[config.mk]
export PLATFORM = sky130hd
export DESIGN_NAME = twm_top
export DESIGN_NICKNAME = d
export VERILOG_FILES = /design/src/twm_pkg.sv /design/src/twm_sync.sv /design/src/twm_tick.sv /design/src/twm_top.sv
export SDC_FILE = /design/constraint.sdc
export NUM_CORES = 1
export LEC_CHECK = 0
export BUFFER_PORTS_ARGS = -buffer_cell sky130_fd_sc_hd__buf_2
export CORE_MARGIN = 1.5
export CORE_UTILIZATION = 45
export CTS_CLUSTER_SIZE = 16
export DETAILED_ROUTE_END_ITERATION = 8
export PLACE_DENSITY = 0.69
export SYNTH_ARGS = -nofsm -noshare
export SYNTH_HDL_FRONTEND = slang
export SYNTH_HIERARCHICAL = 1
export SYNTH_SLANG_ARGS = --single-unit
[constraint.sdc]
create_clock -name mclk -period 4.7 [get_ports mclk]
set_input_delay 0.47 -clock mclk [delete_from_list [all_inputs] [get_ports mclk]]
set_output_delay 0.47 -clock mclk [all_outputs]
set_load 0.01 [all_outputs]
[src/twm_pkg.sv]
// Summary of operation
// - Step-done flag sets after each bus step except STOP
// - Status code posted after every completed step
// - Writing one clears flag; bus waits otherwise
// - After START, send address-plus-read or address-plus-write, sample acknowledge
// - After repeated START, read or write address
// - Arbitration loss posts code, releases bus
// - Lost, begin set: START once bus free
// - Read address acknowledged: post code, receive byte
// - Acknowledge enable latched at clear picks ACK
// - Read address refused: post code, await choice
// - End request sends STOP, then self-clears
// - Begin and end together: STOP then START
// - Byte received with ACK: post code, hold
// - Byte received with NACK: post code, await choice
// - Write address acknowledged posts its own code
// - Data byte acknowledged posts its own code
`default_nettype none
package twm_pkg;
  localparam int CLK_HZ = 100_000_000;
  localparam int BIT_RATE_HZ = 100_000;
  localparam int QUARTER_CYC = CLK_HZ / (4 * BIT_RATE_HZ);

  localparam logic [7:0] LINK_CONTROL_OFS = 8'h00;
  localparam logic [7:0] STATE_CODE_OFS = 8'h04;
  localparam logic [7:0] BYTE_SHIFT_OFS = 8'h08;

  localparam int CTL_FLAG_BIT = 7;
  localparam int CTL_ACK_BIT = 6;
  localparam int CTL_BEGIN_BIT = 5;
  localparam int CTL_END_BIT = 4;
  localparam int CTL_EN_BIT = 2;

  localparam logic [7:0] CODE_START = 8'h08;
  localparam logic [7:0] CODE_RESTART = 8'h10;
  localparam logic [7:0] CODE_TX_ADDR_ACK = 8'h18;
  localparam logic [7:0] CODE_TX_ADDR_NACK = 8'h20;
  localparam logic [7:0] CODE_TX_BYTE_ACK = 8'h28;
  localparam logic [7:0] CODE_TX_BYTE_NACK = 8'h30;
  localparam logic [7:0] CODE_ARB_LOST = 8'h38;
  localparam logic [7:0] CODE_RX_ADDR_ACK = 8'h40;
  localparam logic [7:0] CODE_RX_ADDR_NACK = 8'h48;
  localparam logic [7:0] CODE_RX_BYTE_ACK = 8'h50;
  localparam logic [7:0] CODE_RX_BYTE_NACK = 8'h58;
  localparam logic [7:0] CODE_NONE = 8'hf8;

  localparam logic [7:0] SHIFT_RST = 8'hff;
  localparam logic [3:0] LAST_BIT = 4'h8;

  typedef enum logic [4:0] {
    TWM_IDLE  = 5'b00001,
    TWM_START = 5'b00010,
    TWM_XFER  = 5'b00100,
    TWM_STOP  = 5'b01000,
    TWM_HOLD  = 5'b10000
  } twm_state_t;

  typedef struct packed {
    logic flag;
    logic ack_en;
    logic begin_c;
    logic end_c;
    logic en;
  } twm_ctrl_t;

  localparam twm_ctrl_t CTRL_RST = '{flag: 1'b0, ack_en: 1'b0, begin_c: 1'b0,
                                     end_c: 1'b0, en: 1'b0};

  typedef struct packed {
    logic scl;
    logic sda;
  } twm_line_t;
endpackage : twm_pkg
`default_nettype wire

[src/twm_sync.sv]
`timescale 1ns/10ps
`default_nettype none
module twm_sync #(
  parameter int W = 2
) (
  input wire logic mclk, // System clock
  input wire logic srst, // Synchronous reset
  input wire logic [W-1:0] async_in, // Lines from pins
  output logic [W-1:0] sync_out // Lines in mclk domain
);
  initial begin
    if (W < 1) $error("twm_sync: W must be at least 1");
  end

  genvar i;
  generate
    for (i = 0; i < W; i++) begin : g_bit
      logic meta_q;
      logic hold_q;
      // Idle bus lines float high, so reset to one
      always_ff @(posedge mclk) begin
        if (srst) begin
          meta_q <= 1'b1;
          hold_q <= 1'b1;
        end else begin
          meta_q <= async_in[i];
          hold_q <= meta_q;
        end
      end
      assign sync_out[i] = hold_q;
    end
  endgenerate
endmodule : twm_sync
`default_nettype wire

[src/twm_tick.sv]
`timescale 1ns/10ps
`default_nettype none
module twm_tick #(
  parameter int DIV = 250
) (
  input wire logic mclk, // System clock
  input wire logic srst, // Synchronous reset
  input wire logic run, // Count while high, restart when low
  output logic tick // One-cycle quarter-bit enable
);
  initial begin
    if (DIV < 2) $error("twm_tick: DIV must be at least 2");
  end

  localparam int CW = $clog2(DIV);
  localparam logic [CW-1:0] TOP = CW'(DIV - 1);

  logic [CW-1:0] cnt_q;

  always_ff @(posedge mclk) begin
    if (srst || !run) begin
      cnt_q <= '0;
    end else if (cnt_q == TOP) begin
      cnt_q <= '0;
    end else begin
      cnt_q <= cnt_q + 1'b1;
    end
  end

  assign tick = run && (cnt_q == TOP);
endmodule : twm_tick
`default_nettype wire

[src/twm_top.sv]
// Decided for this implementation: the address map and register access over APB.
`timescale 1ns/10ps
`default_nettype none
module twm_top (
  input wire logic mclk, // System clock, 100 MHz
  input wire logic srst, // Synchronous reset, active high
  input wire logic psel, // APB select
  input wire logic penable, // APB enable
  input wire logic pwrite, // APB direction
  input wire logic [7:0] paddr, // APB byte address
  input wire logic [31:0] pwdata, // APB write data
  output logic [31:0] prdata, // APB read data
  output logic pready, // APB ready
  output logic pslverr, // APB error on unmapped address
  input wire logic scl_i, // Clock line level
  output logic scl_o, // Clock line drive value
  output logic scl_oe_n, // Clock line pulled low when zero
  input wire logic sda_i, // Data line level
  output logic sda_o, // Data line drive value
  output logic sda_oe_n // Data line pulled low when zero
);
  import twm_pkg::*;

  twm_state_t state_q;
  twm_ctrl_t ctrl_q;
  twm_line_t line_s;
  twm_line_t line_p;
  logic [1:0] line_v;
  logic [1:0] phase_q;
  logic [3:0] bit_q;
  logic [7:0] shift_q;
  logic [7:0] code_q;
  logic [31:0] prdata_q;
  logic pslverr_q;
  logic own_q;
  logic busy_q;
  logic addr_q;
  logic rx_q;
  logic ackq_q;
  logic ack_in_q;
  logic scl_low_q;
  logic sda_low_q;
  logic set_flag_q;
  logic clr_end_q;
  logic qtick;
  logic run;
  logic setup;
  logic wr_go;
  logic hit;
  logic wr_ctrl;
  logic clr_go;
  logic start_seen;
  logic stop_seen;
  logic [7:0] ctrl_rd;

  twm_sync #(
    .W(2)
  ) u_sync (
    .mclk(mclk),
    .srst(srst),
    .async_in({scl_i, sda_i}),
    .sync_out(line_v)
  );
  assign line_s = line_v;

  assign run = (state_q == TWM_START) || (state_q == TWM_XFER) || (state_q == TWM_STOP);

  twm_tick #(
    .DIV(QUARTER_CYC)
  ) u_tick (
    .mclk(mclk),
    .srst(srst),
    .run(run),
    .tick(qtick)
  );

  // Open-drain: only ever pull low
  assign scl_o = 1'b0;
  assign sda_o = 1'b0;
  assign scl_oe_n = ~scl_low_q;
  assign sda_oe_n = ~sda_low_q;

  // Bus-free tracking from conditions seen on the synchronised lines
  always_ff @(posedge mclk) begin
    if (srst) begin
      line_p <= '{scl: 1'b1, sda: 1'b1};
    end else begin
      line_p <= line_s;
    end
  end
  assign start_seen = line_p.scl && line_s.scl && line_p.sda && !line_s.sda;
  assign stop_seen = line_p.scl && line_s.scl && !line_p.sda && line_s.sda;

  always_ff @(posedge mclk) begin
    if (srst) begin
      busy_q <= 1'b0;
    end else if (stop_seen) begin
      busy_q <= 1'b0;
    end else if (start_seen) begin
      busy_q <= 1'b1;
    end
  end

  // APB slave: zero wait states, read data captured in the setup cycle
  assign setup = psel && !penable;
  assign pready = 1'b1;
  assign hit = (paddr == LINK_CONTROL_OFS) || (paddr == STATE_CODE_OFS) ||
               (paddr == BYTE_SHIFT_OFS);
  assign wr_go = psel && penable && pready && pwrite && hit;
  assign wr_ctrl = wr_go && (paddr == LINK_CONTROL_OFS);
  // Only a write carrying the flag bit while waiting clears the flag and starts the next step
  assign clr_go = wr_ctrl && pwdata[CTL_FLAG_BIT] && ctrl_q.flag &&
                  (state_q == TWM_HOLD);

  always_comb begin
    ctrl_rd = 8'h00;
    ctrl_rd[CTL_FLAG_BIT] = ctrl_q.flag;
    ctrl_rd[CTL_ACK_BIT] = ctrl_q.ack_en;
    ctrl_rd[CTL_BEGIN_BIT] = ctrl_q.begin_c;
    ctrl_rd[CTL_END_BIT] = ctrl_q.end_c;
    ctrl_rd[CTL_EN_BIT] = ctrl_q.en;
  end

  always_ff @(posedge mclk) begin
    if (srst) begin
      prdata_q <= 32'h00000000;
      pslverr_q <= 1'b0;
    end else if (setup) begin
      pslverr_q <= !hit;
      unique case (paddr)
        LINK_CONTROL_OFS: prdata_q <= {24'h000000, ctrl_rd};
        STATE_CODE_OFS: prdata_q <= {24'h000000, code_q};
        BYTE_SHIFT_OFS: prdata_q <= {24'h000000, shift_q};
        default: prdata_q <= 32'h00000000;
      endcase
    end
  end
  assign prdata = prdata_q;
  assign pslverr = pslverr_q;

  // Control bits; a hardware set of the flag wins over a clear
  always_ff @(posedge mclk) begin
    if (srst) begin
      ctrl_q <= CTRL_RST;
    end else begin
      if (wr_ctrl) begin
        ctrl_q.ack_en <= pwdata[CTL_ACK_BIT];
        ctrl_q.begin_c <= pwdata[CTL_BEGIN_BIT];
        ctrl_q.end_c <= pwdata[CTL_END_BIT];
        ctrl_q.en <= pwdata[CTL_EN_BIT];
      end else if (clr_end_q) begin
        ctrl_q.end_c <= 1'b0;
      end
      if (set_flag_q) begin
        ctrl_q.flag <= 1'b1;
      end else if (clr_go) begin
        ctrl_q.flag <= 1'b0;
      end
    end
  end

  // Bus engine; each bit spans five quarter ticks, as the clock-release phase waits one extra tick
  always_ff @(posedge mclk) begin
    if (srst) begin
      state_q <= TWM_IDLE;
      phase_q <= 2'd0;
      bit_q <= 4'h0;
      shift_q <= SHIFT_RST;
      code_q <= CODE_NONE;
      own_q <= 1'b0;
      addr_q <= 1'b0;
      rx_q <= 1'b0;
      ackq_q <= 1'b0;
      ack_in_q <= 1'b0;
      scl_low_q <= 1'b0;
      sda_low_q <= 1'b0;
      set_flag_q <= 1'b0;
      clr_end_q <= 1'b0;
    end else begin
      set_flag_q <= 1'b0;
      clr_end_q <= 1'b0;
      // Loading only while the engine is parked avoids corrupting a byte in flight
      if (wr_go && (paddr == BYTE_SHIFT_OFS) &&
          ((state_q == TWM_HOLD) || (state_q == TWM_IDLE))) begin
        shift_q <= pwdata[7:0];
      end
      if (!ctrl_q.en) begin
        state_q <= TWM_IDLE;
        phase_q <= 2'd0;
        own_q <= 1'b0;
        scl_low_q <= 1'b0;
        sda_low_q <= 1'b0;
        code_q <= CODE_NONE;
      end else begin
        unique case (state_q)
          TWM_IDLE: begin
            scl_low_q <= 1'b0;
            sda_low_q <= 1'b0;
            // Also covers the retry after a lost arbitration
            if (ctrl_q.begin_c && !busy_q) begin
              state_q <= TWM_START;
              phase_q <= 2'd0;
            end
          end
          TWM_HOLD: begin
            scl_low_q <= own_q;
            if (clr_go) begin
              phase_q <= 2'd0;
              bit_q <= 4'h0;
              ackq_q <= pwdata[CTL_ACK_BIT];
              if (pwdata[CTL_END_BIT] && own_q) begin
                state_q <= TWM_STOP;
              end else if (pwdata[CTL_BEGIN_BIT]) begin
                // Not owning the bus: wait in idle for it to go free
                state_q <= own_q ? TWM_START : TWM_IDLE;
              end else if (!own_q) begin
                state_q <= TWM_IDLE;
              end else begin
                state_q <= TWM_XFER;
                addr_q <= (code_q == CODE_START) || (code_q == CODE_RESTART);
                rx_q <= (code_q == CODE_RX_ADDR_ACK) ||
                        (code_q == CODE_RX_BYTE_ACK);
              end
            end
          end
          TWM_START: begin
            if (qtick) begin
              unique case (phase_q)
                2'd0: begin
                  sda_low_q <= 1'b0;
                  phase_q <= 2'd1;
                end
                2'd1: begin
                  scl_low_q <= 1'b0;
                  if (line_s.scl) begin
                    phase_q <= 2'd2;
                  end
                end
                2'd2: begin
                  sda_low_q <= 1'b1;
                  phase_q <= 2'd3;
                end
                2'd3: begin
                  scl_low_q <= 1'b1;
                  own_q <= 1'b1;
                  code_q <= own_q ? CODE_RESTART : CODE_START;
                  set_flag_q <= 1'b1;
                  state_q <= TWM_HOLD;
                end
              endcase
            end
          end
          TWM_XFER: begin
            if (qtick) begin
              unique case (phase_q)
                2'd0: begin
                  if (bit_q == LAST_BIT) begin
                    sda_low_q <= rx_q && ackq_q;
                  end else begin
                    sda_low_q <= !rx_q && !shift_q[7];
                  end
                  phase_q <= 2'd1;
                end
                2'd1: begin
                  scl_low_q <= 1'b0;
                  if (line_s.scl) begin
                    phase_q <= 2'd2;
                  end
                end
                2'd2: begin
                  phase_q <= 2'd3;
                  // Released line read low while we own it means another master
                  if (!sda_low_q && !line_s.sda &&
                      ((!rx_q && (bit_q != LAST_BIT)) ||
                       (rx_q && (bit_q == LAST_BIT)))) begin
                    state_q <= TWM_HOLD;
                    own_q <= 1'b0;
                    scl_low_q <= 1'b0;
                    sda_low_q <= 1'b0;
                    code_q <= CODE_ARB_LOST;
                    set_flag_q <= 1'b1;
                  end else if (bit_q == LAST_BIT) begin
                    ack_in_q <= !line_s.sda;
                  end else begin
                    shift_q <= {shift_q[6:0], line_s.sda};
                  end
                end
                2'd3: begin
                  scl_low_q <= 1'b1;
                  phase_q <= 2'd0;
                  if (bit_q == LAST_BIT) begin
                    sda_low_q <= 1'b0;
                    set_flag_q <= 1'b1;
                    state_q <= TWM_HOLD;
                    if (rx_q) begin
                      code_q <= ackq_q ? CODE_RX_BYTE_ACK : CODE_RX_BYTE_NACK;
                    end else if (addr_q && shift_q[0]) begin
                      code_q <= ack_in_q ? CODE_RX_ADDR_ACK : CODE_RX_ADDR_NACK;
                    end else if (addr_q) begin
                      code_q <= ack_in_q ? CODE_TX_ADDR_ACK : CODE_TX_ADDR_NACK;
                    end else begin
                      code_q <= ack_in_q ? CODE_TX_BYTE_ACK : CODE_TX_BYTE_NACK;
                    end
                  end else begin
                    bit_q <= bit_q + 4'h1;
                  end
                end
              endcase
            end
          end
          TWM_STOP: begin
            if (qtick) begin
              unique case (phase_q)
                2'd0: begin
                  sda_low_q <= 1'b1;
                  phase_q <= 2'd1;
                end
                2'd1: begin
                  scl_low_q <= 1'b0;
                  if (line_s.scl) begin
                    phase_q <= 2'd2;
                  end
                end
                2'd2: begin
                  sda_low_q <= 1'b0;
                  phase_q <= 2'd3;
                end
                2'd3: begin
                  // A STOP raises no flag; a pending begin restarts from idle
                  own_q <= 1'b0;
                  clr_end_q <= 1'b1;
                  code_q <= CODE_NONE;
                  state_q <= TWM_IDLE;
                end
              endcase
            end
          end
        endcase
      end
    end
  end
endmodule : twm_top
`default_nettype wire

==> results.md, run 1 <==
- First drt pass iteration count: 5
- Fraction of the mapped netlist area in simple logic gates: 27.68%
- Power per cell area: 271.5 nW/um^2
- Via/cell ratio: 5.488
- DRT iter0 DRCs: 186
- Hpwl dp: 5907 um
- Worst Hold Class: primary input to flip-flop
- CTS max path bufs: 2
- Reg-to-reg endpoint: state_q[1]
- Minimum clock period: 2.794 ns
- Gpl congestion: 0.8595
- DRC viols: 0
- Pin slew with the least headroom to its limit: 0.9380 ns
- Vias in the first global route: 2,823
- Cts repair resizes: 0
- Clk Latency, worst-skew pair: 0.35 ns
- Routed Antenna Nets: 0
- Compound-Gate Fraction of Synth Area: 16.38%
- WP data required: 4.94 ns
- Initial antenna violation count: 0
- P_sw: 249.8 uW
- Synth Area in XOR/XNOR: 0.9675%
- Finished Layout Cells: 565
- Syn Inst Count: 439
- Clk sinks: 62
- # hold bufs at CTS: 0
- Fin crit share: 59.46%
- Startpoint types: flip-flop
- Share of layout cells above drive strength 1: 13.82%
- Reg clk slew, reported paths: 0.07 ns
- Clock power share: 45.1%
- Clock H-tree levels: 3
- Largest net degree at the start of global routing: 36
- FF-to-FF setup slack: 1.91 ns
- Worst vdd ir: 0.1275 mV
- Register area share after synthesis: 34.28%
- Switching Share: 23.79%
- Reg2Reg Depth: 10
- Critical Path Fanout Max: 10
- Diode count: 0
- Post-synth EDFFs: 0
- Worst hold margin: 0.2970 ns
- LEAKAGE: 0.001462 uW
- Asr flop ratio synth: 0%
- Fmax: 0.3579 GHz
- GRT Total Usage: 19.74%
- Area Overhead vs Synth: 6.807%
- Slew HR: 37.34%
- First-pass GRT wire length: 13,290 um
- Vias: 3,101
- Critical setup path kind: flip-flop to flip-flop
- Leading cell types in the layout, fill and taps excluded: dfxtp_1 (62), nor2_1 (38), nand2_1 (36)
- Synth Register Bits: 62
- Count of cell types in the netlist: 65
- Pwr Total: 1050 uW
- Setup TNS: 0 ns
- CP endpoint kind: flip-flop
- Placement Rows: 32
- Yosys Warn Count: 6
- Most common library cell in the layout ignoring fill and taps: dfxtp_1
- Status: finished, final reports clean
- WP data arrival: 3.04 ns
- Die Width: 92.70 um
- CTS tree: done
- Avg WL per Cell: 14.32 um
- Starting density of the core: 46.62%
- Post-synthesis mux area share: 6.116%
- Port buffer count: 33
- Total wire length: 8092 um
- Total Nets Final: 515
- Final setup vio count: 0
- Flop pwr share: 50.5%
- GRT overflow: 0
- Critical path launch point: state_q[3]
- Final Hold Vio Count: 0
- Avg Cell Area, Syn: 8.248 um^2
- Main combinational cell family by area after synthesis: simple AND/OR/NAND/NOR gates
- CP Capture Point: state_q[1]
- RSZ-0062 raised after global routing: no
- Max-slew violations: 0
- IO Count: 85
- CTS root buf: clkbuf_8
- Total die area: 8593 um^2
- Synth Area in Adders: 3.110%
- Synth Cell Area: 3621 um^2
- FF-to-FF Start: state_q[3]
- Logic pwr share: 4.4%
- P_int: 800.2 uW
- Number of setup buffers added after CTS: 0
- Max-Cap Viols: 0
- Inst Count DP: 550
- Total CTS buffers: 9
- Die Y-Extent: 92.70 um
- Top FF cell, synth: dfxtp_1
- Core area: 7767 um^2
- Clock skew: 0.008877 ns
==> worst min-delay path by stage <==
stage / cells after the start / slack [ns] / start / end
2_1_floorplan: 1 / 0.38 / u_sync/g_bit[0].meta_q / u_sync/g_bit[0].hold_q
3_3_place_gp: 1 / 0.39 / u_sync/g_bit[1].meta_q / u_sync/g_bit[1].hold_q
3_5_place_dp: 1 / 0.40 / u_sync/g_bit[1].meta_q / u_sync/g_bit[1].hold_q
4_1_cts: 2 / 0.28 / scl_i / u_sync/g_bit[1].meta_q
5_1_grt: 2 / 0.28 / scl_i / u_sync/g_bit[1].meta_q
6_report: 2 / 0.30 / scl_i / u_sync/g_bit[1].meta_q
==> routing by layer <==
layer	vias up	GRT usage [%]	share of wire [%]
met2	101	29.78	45
met1	1440	26.93	47
met5	-	0	0
met3	17	3.612	5.3
li1	1543	-	-
met4	0	9.848	2.2
==> logic make-up (layout without fill, tap and decap cells) <==
kind of cell	Yosys count	count (layout)
AOI/OAI and AO/OA	95	95
other	2	27
muxes	22	22
buffers and inverters	67	66
and+or+nand+nor	178	178
DFF	62	62
xor gates and xnor gates	4	4
adders and majority gates	9	9
==> synth_stat cells (6+ instances only) <==
master	number	area [um^2]
or3_1	6	37.54
mux2i_1	21	210.2
nand4_1	7	43.79
nand2_1	36	135.1
nor2_1	38	142.6
a21oi_1	35	175.2
nand2b_1	7	43.79
nor2b_1	6	37.54
buf_4	32	240.2
and3_1	6	37.54
nor3_1	11	55.05
dfxtp_1	62	1241
nand3_1	19	95.09
o21ai_0	20	100.1
clkbuf_1	9	33.78
ha_1	9	112.6
inv_1	17	63.81
==> power by group through the flow <==
stage	combinational [uW]	sequential, uW	clock, uW
global route	52.0	531	510
finish	46.2	531	473
CTS	46.1	530	483
detailed placement	46.0	542	0
floorplan	47.9	542	0
global placement	45.2	543	0
==> per-stage QoR <==
| stage | setup slack [ns] | instance area, um^2 | util (%) |
|---|---|---|---|
| global route | 1.685 | 3867 | 49.79 |
| floorplan | 2.251 | 3715 | - |
| global placement | 1.815 | 3671 | 47.26 |
| CTS | 1.938 | 3867 | 49.79 |
| detailed placement | 1.783 | 3671 | 47.26 |
| finish | 1.906 | 3867 | 49.79 |
==> sequential cells by signal, indices dropped and copies added, names as in the netlist, 2 cells and up <==
signal / flops
prdata: 8
ctrl_q: 5
line_p: 2
state_q: 5
u_sync/g_bit.meta_q: 2
phase_q: 2
u_sync/g_bit.hold_q: 2
code_q: 5
u_tick/cnt_q: 8
bit_q: 4
shift_q: 8
==> cell type report <==
cell class,count,area (um^2)
fill,787,3900
multi-input combinational,335,2066
sequential,62,1241
timing repair buffer,34,172.7
clock buffer,10,137.6
tap,102,127.6
inverter,17,63.81
clock inverter,5,58.81
==> critical path: stages (launching register included) <==
cell      delay (ns)
dfxtp_1         0.56
xor2_1          0.18
o211a_2         0.33
inv_1           0.06
nor4_1          0.25
buf_4           0.21
inv_1           0.06
a32o_2          0.26
nor4_4          0.46
o211ai_1        0.16
o211a_1         0.15
No activity file was read; power rests on OpenSTA's default activity.
==> inputs of run 2 (changes only) <==
ABC_AREA = 1   (was not set)
PLACE_DENSITY = 0.71   (was 0.69)
clock period = 2.33 ns   (was 4.7 ns; I/O delays follow)
==> results.md, run 2 <==
- Slew HR: 55.77% (+18 points)
- First drt pass iteration count: 6 (+1)
- Vias: 3,369 (+8.6%)
- Total die area: 8703 um^2 (+1.3%)
- Via/cell ratio: 4.984 (-9.2%)
- Critical path launch point: state_q[2]
- Most common library cell in the layout ignoring fill and taps: nand2_1
- Crit path largest cell delay: 0.39 ns (-0.17 ns)
- Placement Rows: 32 (unchanged)
- Final Hold Vio Count: 0 (unchanged)
- Core area: 7807 um^2 (+0.52%)
- Leading cell types in the layout, fill and taps excluded: nand2_1 (119), dfxtp_1 (62), inv_1 (55)
- Post-synth EDFFs: 0 (unchanged)
- Yosys Warn Count: 6 (unchanged)
- Setup TNS: 0 ns (unchanged)
- Largest net degree at the start of global routing: 21 (-42%)
- Delay-heaviest family, CP: simple AND/OR/NAND/NOR gates
- LEAKAGE: 0.001854 uW (+27%)
- Final setup margin: 0.2718 ns (-1.634 ns)
- Minimum clock period: 2.058 ns (-0.7362 ns)
- DRT met1 WL: 4093 um (+6.5%)
- Max-Cap Viols: 0 (unchanged)
- Critical setup path kind: flip-flop to flip-flop
- First-pass GRT wire length: 13,810 um (+3.9%)
- Asr flop ratio synth: 0% (unchanged)
- Status: finished, final reports clean
- Synth Register Bits: 62 (unchanged)
- Total wire length: 8338 um (+3.0%)
- Port buffer count: 33 (unchanged)
- Reg clk slew, reported paths: 0.07 ns (about the same)
- Area Overhead vs Synth: 10.33%
- Pin slew with the least headroom to its limit: 0.6611 ns (-0.2769 ns)
- Startpoint types: flip-flop
- Vias in the first global route: 3,065 (+8.6%)
- Fin crit share: 88.34% (+29 points)
- Die Y-Extent: 93.29 um (+0.64%)
- Avg Cell Area, Syn: 6.896 um^2 (-16%)
- Critical Path Fanout Max: 9 (-1)
- # hold bufs at CTS: 0 (unchanged)
- Total CTS buffers: 9 (unchanged)
- Hpwl dp: 6225 um (+5.4%)
- Pre-CTS WS: 0.2455 ns (-1.538 ns)
- Count of cell types in the netlist: 37 (-43%)
- CTS max path bufs: 2 (unchanged)
- GRT overflow: 0 (unchanged)
- Top cell type by total area after synthesis: dfxtp_1
- Reg-to-reg endpoint: state_q[1]
- Avg WL per Cell: 12.33 um (-14%)
- Clk Latency, worst-skew pair: 0.35 ns (about the same)
- Synth Cell Area: 3669 um^2 (+1.3%)
- Worst vdd ir: 0.3751 mV (+190%)
- WL met3: 381 um (-11%)
- Reg2Reg Depth: 16 (+6)
- WP data required: 2.61 ns (-2.33 ns)
- Register area share after synthesis: 33.83% (-0.44 points)
- CTS tree: done
- Clk sinks: 62 (unchanged)
- Clock H-tree levels: 3 (unchanged)
- Most frequent cell after synthesis: nand2_1
- DRC viols: 0 (unchanged)
- Final setup vio count: 0 (unchanged)
- WP buf/inv: 4 (+1)
- Synth top area cells: dfxtp_1 (34%), nand2_1 (12%), buf_4 (6.1%), inv_1 (5.6%), nor2_1 (5.4%)
- Diode count: 0 (unchanged)
- Number of setup buffers added after CTS: 0 (unchanged)
- Die Width: 93.29 um (+0.64%)
- Fmax: 0.4859 GHz (+36%)
- Syn Inst Count: 532 (+21%)
- Top FF cell, synth: dfxtp_1
- WP data arrival: 2.34 ns (-0.70 ns)
- Power per cell area: 524.4 nW/um^2 (+93%)
- Met2 WL: 3733 um (+2.6%)
- Total Nets Final: 627 (+22%)
- Worst-path cell chain: inv_1 > nor2_2 > nand3_2 > nand3_4 > inv_1 > nor2_2 > inv_1 > nand4_1 > nand2_1 > inv_1 > nand2_1 > nor2_2 > nand3_4 > nand2_1 > nand2_1 > nor2_1
- FF-to-FF setup slack: 0.27 ns (-1.63 ns)
- Share of layout cells above drive strength 1: 18.82% (+5.0 points)
- FF-to-FF Start: state_q[2]
- Most frequent cells after synthesis: nand2_1 (119), dfxtp_1 (62), inv_1 (55), nor2_1 (53), a21oi_1 (37)
- Synth top area share: 33.83% (-0.44 points)
- RSZ-0062 raised after global routing: no
- Worst Hold Class: primary input to flip-flop
- Routed Antenna Nets: 0 (unchanged)
- Gpl congestion: 0.9353 (+8.8%)
- CP Capture Point: state_q[1]
- Slowest cell on crit path: dfxtp_1
- DRT iter0 DRCs: 229 (+23%)
- CP endpoint kind: flip-flop
- IO Count: 85 (unchanged)
- Clock skew: 0.009043 ns (+0.0001661 ns)
- GRT Total Usage: 20.22% (+0.48 points)
- Highest Signal Layer: met4
- CTS root buf: clkbuf_8
- Starting density of the core: 46.99% (+0.37 points)
- Critical path depth in cells: 16 (+6)
- Max-slew violations: 0 (unchanged)
- Initial antenna violation count: 0 (unchanged)
## run 2: cell types whose count changed in the layout (fill, tap and decap cells not counted), moves of 7 or more
cell,change
nand2_1,+83
inv_1,+38
mux2i_1,-21
nand3_1,+17
nor2_1,+14
inv_2,+10
nand3_2,+10
nor2_2,+9
nand2_2,+8
buf_4,+7
nand2b_1,-7
## run 2: metal layers
| metal | vias to the layer above | track usage [%] |
|---|---|---|
| met5 | - | 0 |
| met1 | 1517 | 26.52 |
| met3 | 12 | 4.878 |
| met2 | 93 | 31.94 |
| li1 | 1747 | - |
| met4 | 0 | 7.702 |
## run 2: repair_timing
item	4_1_cts	5_1_grt
gates resized for setup	0	1
endpoints found under the setup margin	0	4
hold endpoints to repair	0	0
## run 2: worst min-delay path by stage
stage,start,to,slack (ns),cells past startpoint
detailed placement,u_sync/g_bit[1].meta_q,u_sync/g_bit[1].hold_q,0.40,2
finish,scl_i,u_sync/g_bit[1].meta_q,0.06,3
global placement,u_sync/g_bit[1].meta_q,u_sync/g_bit[1].hold_q,0.39,2
CTS,scl_i,u_sync/g_bit[1].meta_q,0.06,3
global route,scl_i,u_sync/g_bit[1].meta_q,0.06,3
floorplan,srst,busy_q,0.31,1
## run 2: layout make-up
type | instances | area, um^2
sequential | 62 | 1241
inverter | 65 | 244.0
clock inverter | 3 | 45.04
clock buffer | 11 | 151.4
timing repair buffer | 41 | 225.2
fill | 786 | 3760
tap | 102 | 127.6
multi-input combinational | 392 | 2013
## run 2: power by group
group / switching [uW] / internal, uW
clock: 418 / 540
combinational: 64.9 / 27.2
sequential: 4.42 / 1070
## run 2: kinds of logic after synthesis
group	share of synthesized area, %
xor+xnor	1.194
flops	33.83
simple gates	34.65
fa+ha+maj	3.070
other cells	0.2047
compound gates	13.13
buf+inv	13.92
## run 2: worst reg2reg max path: cells and delay by family (launching register included)
family / cells / cell delay (ns)
AND/OR/NAND/NOR: 12 / 1.27
buffers and inverters: 4 / 0.35
flip-flops: 1 / 0.39
## run 2: metrics by stage
stage               power, uW  cells  util (%)  area [um^2]  hold slack (ns)
floorplan                1186    557         -         3762           0.3110
global placement         1185    662     49.29         3849           0.3918
detailed placement       1187    662     49.29         3849           0.3989
CTS                      2135    676     51.81         4045          0.06052
global route             2194    676     51.84         4048          0.06335
finish                   2123    676     51.84         4048          0.06088
==> inputs of run 3 (changes only) <==
HOLD_SLACK_MARGIN = 0.1   (was not set)
==> results.md, run 3 (synthesized netlist as in run 2, its figures left out) <==
- Reg2Reg Depth: 16 (unchanged)
- Critical Path Fanout Max: 9 (unchanged)
- Clk Latency, worst-skew pair: 0.35 ns (about the same)
- DRC viols: 0 (unchanged)
- Final setup margin: 0.2688 ns (-0.002937 ns)
- Max-slew violations: 0 (unchanged)
- Final Hold Vio Count: 0 (unchanged)
- Die Y-Extent: 93.29 um (unchanged)
- Clock power share: 45.2% (about the same)
- FF-to-FF setup slack: 0.27 ns (about the same)
- Fin crit share: 88.46% (+0.13 points)
- Gpl congestion: 0.9353 (unchanged)
- Status: finished, final reports clean
- GRT overflow: 0 (unchanged)
- DRT iter0 DRCs: 199 (-13%)
- Setup TNS: 0 ns (unchanged)
- Diode count: 0 (unchanged)
- Reg clk slew, reported paths: 0.07 ns (about the same)
- Pre-CTS WS: 0.2455 ns (unchanged)
- Largest net degree at the start of global routing: 21 (unchanged)
- Finished Layout Cells: 678 (+0.30%)
- GRT Total Usage: 20.29% (+0.069 points)
- CTS max path bufs: 2 (unchanged)
- Share of layout cells above drive strength 1: 18.75% (-0.065 points)
- Logic pwr share: 4.5% (+0.2 points)
- CTS root buf: clkbuf_8
- Clock H-tree levels: 3 (unchanged)
- Most common library cell in the layout ignoring fill and taps: nand2_1
- Area Overhead vs Synth: 10.88%
- Clock skew: 0.009886 ns (+0.0008430 ns)
- Power per cell area: 523.3 nW/um^2 (-0.21%)
- Final setup vio count: 0 (unchanged)
- Pin slew with the least headroom to its limit: 0.6667 ns (+0.005632 ns)
- P_int: 1637 uW (+0.14%)
- WP data arrival: 2.34 ns (about the same)
- First-pass GRT wire length: 13,860 um (+0.35%)
- Port buffer count: 33 (unchanged)
- Slew HR: 55.39% (-0.38 points)
- Die Width: 93.29 um (unchanged)
- WP data required: 2.61 ns (about the same)
- Final core occ: 52.10% (+0.26 points)
- Vias in the first global route: 3,085 (+0.65%)
- Startpoint types: flip-flop
- Critical setup path kind: flip-flop to flip-flop
- Initial antenna violation count: 0 (unchanged)
- Worst vdd ir: 0.3752 mV (about the same)
- Core area: 7807 um^2 (unchanged)
- Switching Share: 23.07% (+0.11 points)
- Inst Count DP: 662 (unchanged)
- RSZ-0062 raised after global routing: no
- CP endpoint kind: flip-flop
- Via/cell ratio: 4.990 (+0.12%)
- Total Nets Final: 629 (+0.32%)
- Total CTS buffers: 9 (unchanged)
- Worst Hold Class: primary input to flip-flop
- Hpwl dp: 6225 um (unchanged)
- Fmax: 0.4852 GHz (-0.14%)
- Minimum clock period: 2.061 ns (+0.002937 ns)
- Slowest cell on crit path: dfxtp_1
- Hold-critical path depth: 3 (unchanged)
- Total die area: 8703 um^2 (unchanged)
- Avg WL per Cell: 12.43 um (+0.76%)
- Starting density of the core: 46.99% (unchanged)
- Clk sinks: 62 (unchanged)
- Leading cell types in the layout, fill and taps excluded: nand2_1 (119), dfxtp_1 (62), inv_1 (55)
- CTS tree: done
- Placement Rows: 32 (unchanged)
- First drt pass iteration count: 5 (-1)
- Routed Antenna Nets: 0 (unchanged)
- Number of setup buffers added after CTS: 0 (unchanged)
- Flop pwr share: 50.4% (about the same)
- LEAKAGE: 0.001863 uW (+0.45%)
- Vias: 3,383 (+0.42%)
- Total wire length: 8426 um (+1.1%)
- Max-Cap Viols: 0 (unchanged)
- IO Count: 85 (unchanged)
- Crit path largest cell delay: 0.39 ns (about the same)
- P_sw: 491.0 uW (+0.77%)
- Worst-path cell chain: inv_1 > nor2_2 > nand3_2 > nand3_4 > inv_1 > nor2_2 > inv_1 > nand4_1 > nand2_1 > inv_1 > nand2_1 > nor2_2 > nand3_4 > nand2_1 > nand2_1 > nor2_1
run 3: changes by cell type in the layout (fill, tap and decap cells not counted):
| cell | previous run | this run |
|---|---|---|
| dlygate4sd3_1 | 0 | 2 |
run 3: per-stage QoR:
stage / instance area (um^2) / power, uW / hold WS (ns)
floorplan: 3762 / 1186 / 0.3110
global placement: 3849 / 1185 / 0.3918
detailed placement: 3849 / 1187 / 0.3989
CTS: 4065 / 2137 / 0.1537
global route: 4068 / 2197 / 0.1581
finish: 4068 / 2128 / 0.1535
run 3: worst max-delay path, delay by kind of cell (launching register included):
| family | cells | cell delay (ns) |
|---|---|---|
| buf+inv | 4 | 0.34 |
| flops | 1 | 0.39 |
| simple gates | 12 | 1.27 |
run 3: area by class of cell:
class                           count  area, um^2
Fill cell                         784        3740
Multi-Input combinational cell    392        2013
Sequential cell                    62        1241
Timing Repair Buffer               43       245.2
Inverter                           65       244.0
Clock buffer                       11       151.4
Tap cell                          102       127.6
Clock inverter                      3       45.04
run 3: path summary, 6_finish.rpt:
path / end / from
setup / recovery: state_q[1] / state_q[2]
hold / removal: ctrl_q[0] / pwdata[2]
setup reg to reg: state_q[1] / state_q[2]
hold reg to reg: u_sync/g_bit[0].hold_q / u_sync/g_bit[0].meta_q
run 3: power groups by stage:
stage	Clock, uW	Combinational (uW)	Sequential, uW
final	961	95.1	1070
after global routing	1020	107	1070
after CTS	971	94.2	1070
after detailed placement	0	91.0	1100
after global placement	0	89.1	1100
after floorplan	0	89.4	1100
run 3: layer usage:
metal	share of wire [%]	GRT usage [%]	routed length, um	up-vias
met3	4.7	4.878	396	13
met4	1.8	7.702	149	0
li1	-	-	-	1755
met5	0	0	0	-
met2	45	32.19	3752	99
met1	49	26.52	4127	1516
run 3: repair_timing:
action | in CTS | in global routing
hold endpoints to repair | 2 | 0
gates resized for setup | 0 | 1
hold buffers | 2 | 0
endpoints found under the setup margin | 0 | 4
